File: src/core/bml_pkg.sv
package bml_pkg;

	// Clock rate and serial clock ratio.
	localparam int unsigned CLK_MHZ         = 200;
	localparam int unsigned SCLK_DIVIDE     = 256;
	localparam int unsigned SCLK_HALF       = SCLK_DIVIDE / 2;
	localparam int unsigned DIV_W           = $clog2(SCLK_DIVIDE);
	localparam logic [7:0]  DIV_RISE        = 8'h00;

	// Stream length and counter width.
	localparam int unsigned STREAM_BITS     = 256;
	localparam int unsigned CNT_W           = 9;
	localparam logic [8:0]  CNT_LAST        = 9'h0ff;
	localparam int unsigned STREAM_WORDS    = STREAM_BITS / 32;

	// Field positions in the stream.
	localparam int unsigned POS_ORDER       = 0;
	localparam int unsigned POS_CHECK       = 1;
	localparam int unsigned POS_ENDIAN      = 2;
	localparam int unsigned POS_DSH         = 3;
	localparam int unsigned POS_NO_L2       = 4;
	localparam int unsigned POS_SYSTEM_PORT_WIDTH_LO  = 5;
	localparam int unsigned POS_L2PORT      = 7;
	localparam int unsigned POS_SPLIT       = 8;
	localparam int unsigned POS_LINE_LO     = 9;
	localparam int unsigned POS_PAT_LO      = 11;
	localparam int unsigned POS_DIV_LO      = 15;
	localparam int unsigned POS_RSVD18      = 18;

	// Highest legal field encodings.
	localparam logic [3:0]  PAT_MAX         = 4'h8;
	localparam logic [2:0]  DIV_MAX         = 3'h4;

	// Register byte offsets.
	localparam logic [5:0]  OFS_CTRL        = 6'h00;
	localparam logic [5:0]  OFS_STATUS      = 6'h04;
	localparam logic [5:0]  OFS_MODES       = 6'h08;
	localparam logic [5:0]  OFS_STREAM      = 6'h20;

	// Control and status bit positions.
	localparam int unsigned CTRL_RELOAD     = 0;
	localparam int unsigned ST_DONE         = 0;
	localparam int unsigned ST_BUSY         = 1;
	localparam int unsigned ST_RSVD_ERR     = 2;
	localparam int unsigned ST_CNT_LO       = 8;

	// AXI responses.
	localparam logic [1:0]  RESP_OKAY       = 2'h0;
	localparam logic [1:0]  RESP_DECERR     = 2'h3;

	// Loader states, Gray coded along idle, load, done.
	typedef enum logic [1:0] {
		ST_IDLE = 2'h0,
		ST_LOAD = 2'h1,
		ST_FULL = 2'h3
	} bml_state_t;

endpackage : bml_pkg

File: src/core/bml_boot_loader.sv
`timescale 1ns/1ps
`default_nettype none

module bml_boot_loader (
	input  wire logic        aclk,                  // System clock, 200 MHz.
	input  wire logic        aresetn,               // Synchronous reset, active low.
	// AXI4-Lite slave.
	input  wire logic [5:0]  s_axi_awaddr,          // Write address.
	input  wire logic        s_axi_awvalid,         // Write address valid.
	output logic             s_axi_awready,         // Write address ready.
	input  wire logic [31:0] s_axi_wdata,           // Write data.
	input  wire logic [3:0]  s_axi_wstrb,           // Write byte strobes.
	input  wire logic        s_axi_wvalid,          // Write data valid.
	output logic             s_axi_wready,          // Write data ready.
	output logic [1:0]       s_axi_bresp,           // Write response.
	output logic             s_axi_bvalid,          // Write response valid.
	input  wire logic        s_axi_bready,          // Write response ready.
	input  wire logic [5:0]  s_axi_araddr,          // Read address.
	input  wire logic        s_axi_arvalid,         // Read address valid.
	output logic             s_axi_arready,         // Read address ready.
	output logic [31:0]      s_axi_rdata,           // Read data.
	output logic [1:0]       s_axi_rresp,           // Read response.
	output logic             s_axi_rvalid,          // Read data valid.
	input  wire logic        s_axi_rready,          // Read data ready.
	// Serial configuration link.
	input  wire logic        supply_good_in,        // Supply good, active high.
	output logic             serial_clk_out,        // Serial clock to the EPROM.
	input  wire logic        serial_data_in,        // Serial stream bit.
	// Decoded modes.
	output logic             load_done,             // Modes valid and held.
	output logic             block_response_order,  // 0 sequential, 1 sub-block.
	output logic             check_bus_mode,        // 0 SECDED, 1 byte parity.
	output logic             byte_order_select,     // 0 little, 1 big endian.
	output logic             dirty_shared_disable,  // 1 blocks dirty-shared moves.
	output logic             no_second_level_cache, // 1 when no L2 cache.
	output logic [1:0]       system_port_width,     // 0 is 64 bits.
	output logic             l2_port_width,         // 0 is 128 bits.
	output logic             l2_split_organization, // 1 split I and D.
	output logic [1:0]       l2_line_size,          // Line size code.
	output logic [5:0]       l2_line_words,         // Line size in words.
	output logic [3:0]       transmit_data_pattern, // Data pattern code.
	output logic [2:0]       system_clock_divisor,  // Divisor code.
	output logic [3:0]       system_clock_ratio,    // Divisor as a number.
	output logic             mode_reserved_error    // A reserved code was loaded.
);

	////////////////////////////////////////////////////////////////////////////////
	// Serial clock divider.

	logic [7:0]              div_q;
	logic                    sclk_q;
	logic                    sample_en;

	// Free-running divider; it never stops, even after loading.
	always_ff @(posedge aclk) begin
		if (!aresetn) begin
			div_q <= 8'h00;
		end else begin
			div_q <= div_q + 8'h01;
		end
	end

	// Serial clock is high for the first half of each 256-cycle period.
	always_ff @(posedge aclk) begin
		if (!aresetn) begin
			sclk_q <= 1'b0;
		end else begin
			sclk_q <= (div_q + 8'h01) < 8'(bml_pkg::SCLK_HALF);
		end
	end

	// One-cycle pulse on the edge where the serial clock rises.
	assign sample_en      = (div_q == bml_pkg::DIV_RISE) && aresetn;
	assign serial_clk_out = sclk_q;

	////////////////////////////////////////////////////////////////////////////////
	// Load sequencer.

	bml_pkg::bml_state_t     state_q;
	logic                    good_q;
	logic                    start;
	logic                    reload_req;
	logic [8:0]              cnt_q;
	logic [255:0]            cap_q;

	// Supply-good edge history.
	always_ff @(posedge aclk) begin
		if (!aresetn) begin
			good_q <= 1'b0;
		end else begin
			good_q <= supply_good_in;
		end
	end

	// A new load starts on supply-good rising or on a software reload.
	assign start = (supply_good_in && !good_q) || (reload_req && supply_good_in);

	// Idle until supply is good, load 256 bits, then stay full.
	always_ff @(posedge aclk) begin
		if (!aresetn) begin
			state_q <= bml_pkg::ST_IDLE;
		end else if (!supply_good_in) begin
			state_q <= bml_pkg::ST_IDLE;
		end else if (start) begin
			state_q <= bml_pkg::ST_LOAD;
		end else begin
			case (state_q)
				bml_pkg::ST_LOAD: begin
					if (sample_en && cnt_q == bml_pkg::CNT_LAST) begin
						state_q <= bml_pkg::ST_FULL;
					end
				end
				default: begin
					state_q <= state_q;
				end
			endcase
		end
	end

	// Count of bits taken in the current load.
	always_ff @(posedge aclk) begin
		if (!aresetn) begin
			cnt_q <= 9'h000;
		end else if (start) begin
			cnt_q <= 9'h000;
		end else if (state_q == bml_pkg::ST_LOAD && sample_en) begin
			cnt_q <= cnt_q + 9'h001;
		end
	end

	// Shift right, newest bit at the top; bit 0 lands in position 0 at the end.
	// Outside a load the data input is not looked at.
	always_ff @(posedge aclk) begin
		if (!aresetn) begin
			cap_q <= '0;
		end else if (state_q == bml_pkg::ST_LOAD && !start && sample_en) begin
			cap_q <= {serial_data_in, cap_q[255:1]};
		end
	end

	////////////////////////////////////////////////////////////////////////////////
	// Mode decode and hold.

	logic                    fin;
	logic                    rsvd_d;
	logic [3:0]              ratio_d;

	// Last bit of the stream is being taken this cycle.
	assign fin = state_q == bml_pkg::ST_LOAD && !start && sample_en
		&& cnt_q == bml_pkg::CNT_LAST;

	// Reserved encodings, checked on the full stream including the last bit.
	always_comb begin
		logic [255:0] s;
		s      = {serial_data_in, cap_q[255:1]};
		rsvd_d = (s[bml_pkg::POS_SYSTEM_PORT_WIDTH_LO +: 2] != 2'h0)
			|| s[bml_pkg::POS_L2PORT]
			|| (s[bml_pkg::POS_PAT_LO +: 4] > bml_pkg::PAT_MAX)
			|| (s[bml_pkg::POS_DIV_LO +: 3] > bml_pkg::DIV_MAX)
			|| s[bml_pkg::POS_RSVD18];
	end

	// Divisor code to ratio; reserved codes give zero.
	always_comb begin
		case (cap_q[bml_pkg::POS_DIV_LO +: 3])
			3'h0:    ratio_d = 4'h2;
			3'h1:    ratio_d = 4'h3;
			3'h2:    ratio_d = 4'h4;
			3'h3:    ratio_d = 4'h6;
			3'h4:    ratio_d = 4'h8;
			default: ratio_d = 4'h0;
		endcase
	end

	// Done flag and reserved flag follow the end of each load.
	always_ff @(posedge aclk) begin
		if (!aresetn) begin
			load_done           <= 1'b0;
			mode_reserved_error <= 1'b0;
		end else if (fin) begin
			load_done           <= 1'b1;
			mode_reserved_error <= rsvd_d;
		end else if (start || !supply_good_in) begin
			load_done           <= 1'b0;
		end
	end

	// Mode outputs load on the same edge that takes the last bit and then hold.
	always_ff @(posedge aclk) begin
		if (!aresetn) begin
			block_response_order  <= 1'b0;
			check_bus_mode        <= 1'b0;
			byte_order_select     <= 1'b0;
			dirty_shared_disable  <= 1'b0;
			no_second_level_cache <= 1'b0;
			system_port_width     <= 2'h0;
			l2_port_width         <= 1'b0;
			l2_split_organization <= 1'b0;
			l2_line_size          <= 2'h0;
			transmit_data_pattern <= 4'h0;
			system_clock_divisor  <= 3'h0;
		end else if (fin) begin
			block_response_order  <= cap_q[bml_pkg::POS_ORDER + 1];
			check_bus_mode        <= cap_q[bml_pkg::POS_CHECK + 1];
			byte_order_select     <= cap_q[bml_pkg::POS_ENDIAN + 1];
			dirty_shared_disable  <= cap_q[bml_pkg::POS_DSH + 1];
			no_second_level_cache <= cap_q[bml_pkg::POS_NO_L2 + 1];
			system_port_width     <= cap_q[bml_pkg::POS_SYSTEM_PORT_WIDTH_LO + 1 +: 2];
			l2_port_width         <= cap_q[bml_pkg::POS_L2PORT + 1];
			l2_split_organization <= cap_q[bml_pkg::POS_SPLIT + 1];
			l2_line_size          <= cap_q[bml_pkg::POS_LINE_LO + 1 +: 2];
			transmit_data_pattern <= cap_q[bml_pkg::POS_PAT_LO + 1 +: 4];
			system_clock_divisor  <= cap_q[bml_pkg::POS_DIV_LO + 1 +: 3];
		end
	end

	// Derived numbers from the held codes.
	always_ff @(posedge aclk) begin
		if (!aresetn) begin
			l2_line_words      <= 6'h00;
			system_clock_ratio <= 4'h0;
		end else if (load_done) begin
			l2_line_words      <= 6'h04 << l2_line_size;
			system_clock_ratio <= ratio_d_held(system_clock_divisor);
		end
	end

	// Maps a held divisor code to its ratio.
	function automatic logic [3:0] ratio_d_held(input logic [2:0] c);
		case (c)
			3'h0:    ratio_d_held = 4'h2;
			3'h1:    ratio_d_held = 4'h3;
			3'h2:    ratio_d_held = 4'h4;
			3'h3:    ratio_d_held = 4'h6;
			3'h4:    ratio_d_held = 4'h8;
			default: ratio_d_held = 4'h0;
		endcase
	endfunction : ratio_d_held

	////////////////////////////////////////////////////////////////////////////////
	// AXI4-Lite write side.

	logic                    aw_have_q;
	logic                    w_have_q;
	logic [5:0]              aw_addr_q;
	logic [31:0]             w_data_q;
	logic [3:0]              w_strb_q;
	logic                    wr_go;

	// Address and data are taken independently, one write at a time.
	assign s_axi_awready = !aw_have_q && !s_axi_bvalid;
	assign s_axi_wready  = !w_have_q && !s_axi_bvalid;
	assign wr_go         = aw_have_q && w_have_q;

	// Hold the write address.
	always_ff @(posedge aclk) begin
		if (!aresetn) begin
			aw_have_q <= 1'b0;
			aw_addr_q <= 6'h00;
		end else if (s_axi_awvalid && s_axi_awready) begin
			aw_have_q <= 1'b1;
			aw_addr_q <= s_axi_awaddr;
		end else if (wr_go) begin
			aw_have_q <= 1'b0;
		end
	end

	// Hold the write data.
	always_ff @(posedge aclk) begin
		if (!aresetn) begin
			w_have_q <= 1'b0;
			w_data_q <= 32'h0000_0000;
			w_strb_q <= 4'h0;
		end else if (s_axi_wvalid && s_axi_wready) begin
			w_have_q <= 1'b1;
			w_data_q <= s_axi_wdata;
			w_strb_q <= s_axi_wstrb;
		end else if (wr_go) begin
			w_have_q <= 1'b0;
		end
	end

	// Reload pulse from the control register; needs supply good to act.
	always_ff @(posedge aclk) begin
		if (!aresetn) begin
			reload_req <= 1'b0;
		end else begin
			reload_req <= wr_go && aw_addr_q == bml_pkg::OFS_CTRL && w_strb_q[0]
				&& w_data_q[bml_pkg::CTRL_RELOAD];
		end
	end

	// Write response one cycle after both halves are held.
	always_ff @(posedge aclk) begin
		if (!aresetn) begin
			s_axi_bvalid <= 1'b0;
			s_axi_bresp  <= bml_pkg::RESP_OKAY;
		end else if (wr_go) begin
			s_axi_bvalid <= 1'b1;
			if (aw_addr_q[5:2] == 4'h0 || aw_addr_q[5:2] == 4'h1
				|| aw_addr_q[5:2] == 4'h2 || aw_addr_q[5] == 1'b1) begin
				s_axi_bresp <= bml_pkg::RESP_OKAY;
			end else begin
				s_axi_bresp <= bml_pkg::RESP_DECERR;
			end
		end else if (s_axi_bready) begin
			s_axi_bvalid <= 1'b0;
		end
	end

	////////////////////////////////////////////////////////////////////////////////
	// AXI4-Lite read side.

	logic [31:0]             rd_data;
	logic [1:0]              rd_resp;
	logic [18:0]             modes_word;

	// Held mode codes packed as in the stream.
	assign modes_word = {1'b0, system_clock_divisor, transmit_data_pattern,
		l2_line_size, l2_split_organization, l2_port_width, system_port_width,
		no_second_level_cache, dirty_shared_disable, byte_order_select,
		check_bus_mode, block_response_order};

	assign s_axi_arready = !s_axi_rvalid;

	// Read decode.
	always_comb begin
		rd_data = 32'h0000_0000;
		rd_resp = bml_pkg::RESP_OKAY;
		if (s_axi_araddr[5:2] == bml_pkg::OFS_CTRL[5:2]) begin
			rd_data = 32'h0000_0000;
		end else if (s_axi_araddr[5:2] == bml_pkg::OFS_STATUS[5:2]) begin
			rd_data[bml_pkg::ST_DONE]     = load_done;
			rd_data[bml_pkg::ST_BUSY]     = state_q == bml_pkg::ST_LOAD;
			rd_data[bml_pkg::ST_RSVD_ERR] = mode_reserved_error;
			rd_data[bml_pkg::ST_CNT_LO +: 9] = cnt_q;
		end else if (s_axi_araddr[5:2] == bml_pkg::OFS_MODES[5:2]) begin
			rd_data[18:0] = modes_word;
		end else if (s_axi_araddr[5] == bml_pkg::OFS_STREAM[5]) begin
			rd_data = cap_q[{s_axi_araddr[4:2], 5'h00} +: 32];
		end else begin
			rd_resp = bml_pkg::RESP_DECERR;
		end
	end

	// Read answer one cycle after the address is taken.
	always_ff @(posedge aclk) begin
		if (!aresetn) begin
			s_axi_rvalid <= 1'b0;
			s_axi_rdata  <= 32'h0000_0000;
			s_axi_rresp  <= bml_pkg::RESP_OKAY;
		end else if (s_axi_arvalid && s_axi_arready) begin
			s_axi_rvalid <= 1'b1;
			s_axi_rdata  <= rd_data;
			s_axi_rresp  <= rd_resp;
		end else if (s_axi_rready) begin
			s_axi_rvalid <= 1'b0;
		end
	end

endmodule : bml_boot_loader

`default_nettype wire

File: config.mk
export PLATFORM = sky130hd
export DESIGN_NAME = bml_boot_loader
export DESIGN_NICKNAME = d
export VERILOG_FILES = /design/src/core/bml_pkg.sv /design/src/core/bml_boot_loader.sv
export SDC_FILE = /design/constraint.sdc
export NUM_CORES = 1
export LEC_CHECK = 0
export BUFFER_PORTS_ARGS = -buffer_cell sky130_fd_sc_hd__buf_4
export CAP_MARGIN = 10
export CORE_ASPECT_RATIO = 0.9
export CORE_UTILIZATION = 55
export DETAILED_ROUTE_END_ITERATION = 8
export PLACE_DENSITY = 0.78
export SYNTH_ARGS = -nofsm -noshare
export SYNTH_HDL_FRONTEND = slang
export SYNTH_SLANG_ARGS = --single-unit
File: constraint.sdc
create_clock -name aclk -period 2.61 [get_ports aclk]
set_input_delay 0.3915 -clock aclk [delete_from_list [all_inputs] [get_ports aclk]]
set_output_delay 0.3915 -clock aclk [all_outputs]
set_load 0.05 [all_outputs]
==> impl_results.md <==
- Hold WC Path Type: in2reg
- Wire per inst: about 16 µm
- Fillers: between 2,000 and 2,500
- Initial antenna violation count: 0
- Final slew viol count: 0
- GRT Total Usage: 24.9%
- Internal: 0.00878 W
- Layout overhead on the synthesized area: 13.6%
- Die Wd: 174 µm
- Register area share after synthesis: 47.9%
- Final Net Count: 1,842
- Ys async rst share: 0%
- CTS H-Tree Depth: 2
- Most common cell after layout, fill and taps aside: nand2_1
- TNS Setup: 0 ps
- Clock Tree Buf Depth: 3
- Comb pwr share: 5.8%
- Worst slew pin tran: 912 ps
- Crit path buffers/inverters: 2
- Fraction of layout cells with a size suffix above 1: a little over a tenth
- Sequential power share: a little under half
- Vias in the first global route: 10,744
- Mapped Cells: roughly 1,800
- Setup bufs post-CTS: 0
- Clk pwr share: between 40 and 50%
- Worst path max stage delay: slightly above 600 ps
- Cts repair resizes: 0
- Clock slew at reported path FFs: 60 ps
- Antenna-violating nets left: 0
- IR drop worst, VDD: between 500 and 600 µV
- Placed Instance Area: approximately 0.015 mm²
- CP required: 3000 ps
- RSZ-0062 raised after global routing: no
- Commonest non-fill, non-tap cells in the layout: 559 x nand2_1, 352 x dfxtp_1, 199 x o21ai_1
- Final setup viols: 0
- Final routed DRC violation total: 0
- Clock sink total: 352
- Largest net degree at the start of global routing: between 200 and 250
- Die height: 157 µm
- Rows: 56
- Crit-path slowest cell: or4_4
- Reg2Reg Setup Slack: about 360 ps
- Post-route minimum period: 2250 ps
- CP dominant cell by count: buf_12
- Crit end category: flip-flop
- Placed insts: between 2,000 and 2,500
- Clock Latency Late Sink: 530 ps
- Area leader, netlist: dfxtp_1
- GRT overflow: 0
- CTS root buf: clkbuf_16
- Number of max-cap violations: 0
- CP startpoint kind: flip-flop
- Finished Layout Cells: 2,157
- Switching Fraction: a little under a quarter
- Routed WL: between 30 and 40 mm
- CTS tree: done
- Core Area: 0.0261 mm²
- Final worst path period share: 86.2%
- Port bufs: 90
- Cts hold-fix bufs: 0
- Layout Skew: 28.8 ps
- First DRT Iteration DRCs: 1,044
- Max-slew headroom: 39.0%
- DR vias: ~12,000
- Max Clk Rate: 0.444 GHz
- Initial Utilization: 56.3%
- Design area: 0.0167 mm²
- Flops & latches, synth: 352
- First-pass GRT wire length: 55.4 mm
- DR vias/cell: ~5.6
- Setup CP Type: reg2reg
- Setup WS post-layout: 360 ps
- Status: finished, final reports clean
- Lkg Pwr: 6.21 nW
- Ys flop type: dfxtp_1
- Die area: 0.0274 mm²
- Largest delay share family, worst path: simple AND/OR/NAND/NOR gates
- Cell Pwr Density: 679 mW/mm²
- Synth top area share: 47.9%
- Net Sw Power: around 0.0026 W
- N_diodes: 0
- Critical path arrival: 2640 ps
- I/O pins: between 100 and 150
- Gpl congestion: between 0.9 and 1
- Worst path cell trace: or4_4, a2111oi_4, buf_12, buf_12, o21ai_0
- Post-synth cell types: 52
- Post-DP HPWL: ~23 mm
- Syn_area_per_cell: 8.36 µm²
- Post-synth EDFFs: 0
- Mapped cell area: 0.0147 mm²
- Ys Warns: 0
- Inserted Clock Buffers: 36
- Total iterations of the first detailed-routing run: 5
- Pre-CTS WS: 417 ps
- Crit Path Max Fanout: 118
- Final Hold Viols: 0
- Main area contributors after synthesis: dfxtp_1 48%, nand2_1 14%, mux2i_1 8.0%
[final timing paths]
path	startpoint	end	cells past startpoint
worst min register to register	cap_q[98]$_SDFFE_PN0P_	cap_q[97]$_SDFFE_PN0P_	2
worst max register to register	div_q[2]$_SDFF_PN0_	cap_q[185]$_SDFFE_PN0P_	5
worst max-delay path	div_q[2]$_SDFF_PN0_	cap_q[185]$_SDFFE_PN0P_	5
worst min-delay path	serial_data_in	cap_q[255]$_SDFFE_PN0P_	3
[area by class of cell]
cell class	instances	area (µm²)	share of cell area, %
well taps	348	435	2.60
inverters	9	33.8	0.202
flip-flops and latches	352	7050	42.2
clock buffers	56	1120	6.69
multi-input cells	1259	6940	41.5
repair buffers	123	1030	6.17
clock inverters	10	111	0.666
[stage by stage]
stage | util, % | hold slack (ps) | total power (W)
2_1_floorplan | - | 419 | 0.00603
3_3_place_gp | 59.2 | 438 | 0.00620
3_5_place_dp | 59.2 | 449 | 0.00620
4_1_cts | 64.0 | 57.1 | 0.0114
5_1_grt | 64.0 | 76.4 | 0.0117
6_report | 64.0 | 69.0 | 0.0113
[cell families after synthesis]
logic type	Yosys count	synth area share, %
xor+xnor	10	0.595
compound gates	429	17.4
fa+ha+maj	4	0.340
flops	352	47.9
mux	128	9.56
simple gates	686	19.2
buf+inv	150	4.98
other cells	1	0.0255
[layer usage]
layer / GRT usage (%) / vias to the layer above / wire length (µm)
met5: 0 / - / 0
met4: 8.15 / 0 / 693
met3: 3.00 / 51 / 1910
met2: 39.1 / 341 / 15700
met1: 35.5 / 5631 / 16300
li1: - / 6033 / -
[state kept, by name, indices dropped and copies added (netlist names), 2 cells and up]
signal                 cells
aw_addr_q                  6
cap_q                    256
cnt_q                      9
div_q                      8
l2_line_size               2
l2_line_words              4
s_axi_rdata               32
state_q                    2
system_clock_divisor       3
system_clock_ratio         4
system_port_width          2
transmit_data_pattern      4
[Yosys cell counts (all sizes together) (7+ instances only)]
cell	instances
nand3	36
a21boi	24
mux2i	118
nand2b	7
nor2	17
nor2b	25
inv	9
a21oi	34
a22o	24
buf	60
clkbuf	81
a32o	15
nand2	559
o21ai	274
mux4	10
and2	14
a22oi	42
dfxtp	352
[worst reg2reg max path: stages, from the launching register on]
cell	delay, ps
dfxtp_1	360
or4_4	610
a2111oi_4	270
buf_12	250
buf_12	390
o21ai_0	230
[power groups by stage]
| stage | clock network, W | logic [W] | registers [W] |
|---|---|---|---|
| global placement | 0 | 0.000645 | 0.00555 |
| global route | 0.00555 | 0.000698 | 0.00544 |
| finish | 0.00525 | 0.000655 | 0.00544 |
| CTS | 0.00532 | 0.000651 | 0.00543 |
| floorplan | 0 | 0.000423 | 0.00561 |
| detailed placement | 0 | 0.000649 | 0.00555 |
Note: power is estimated with default switching activity, not from simulation.
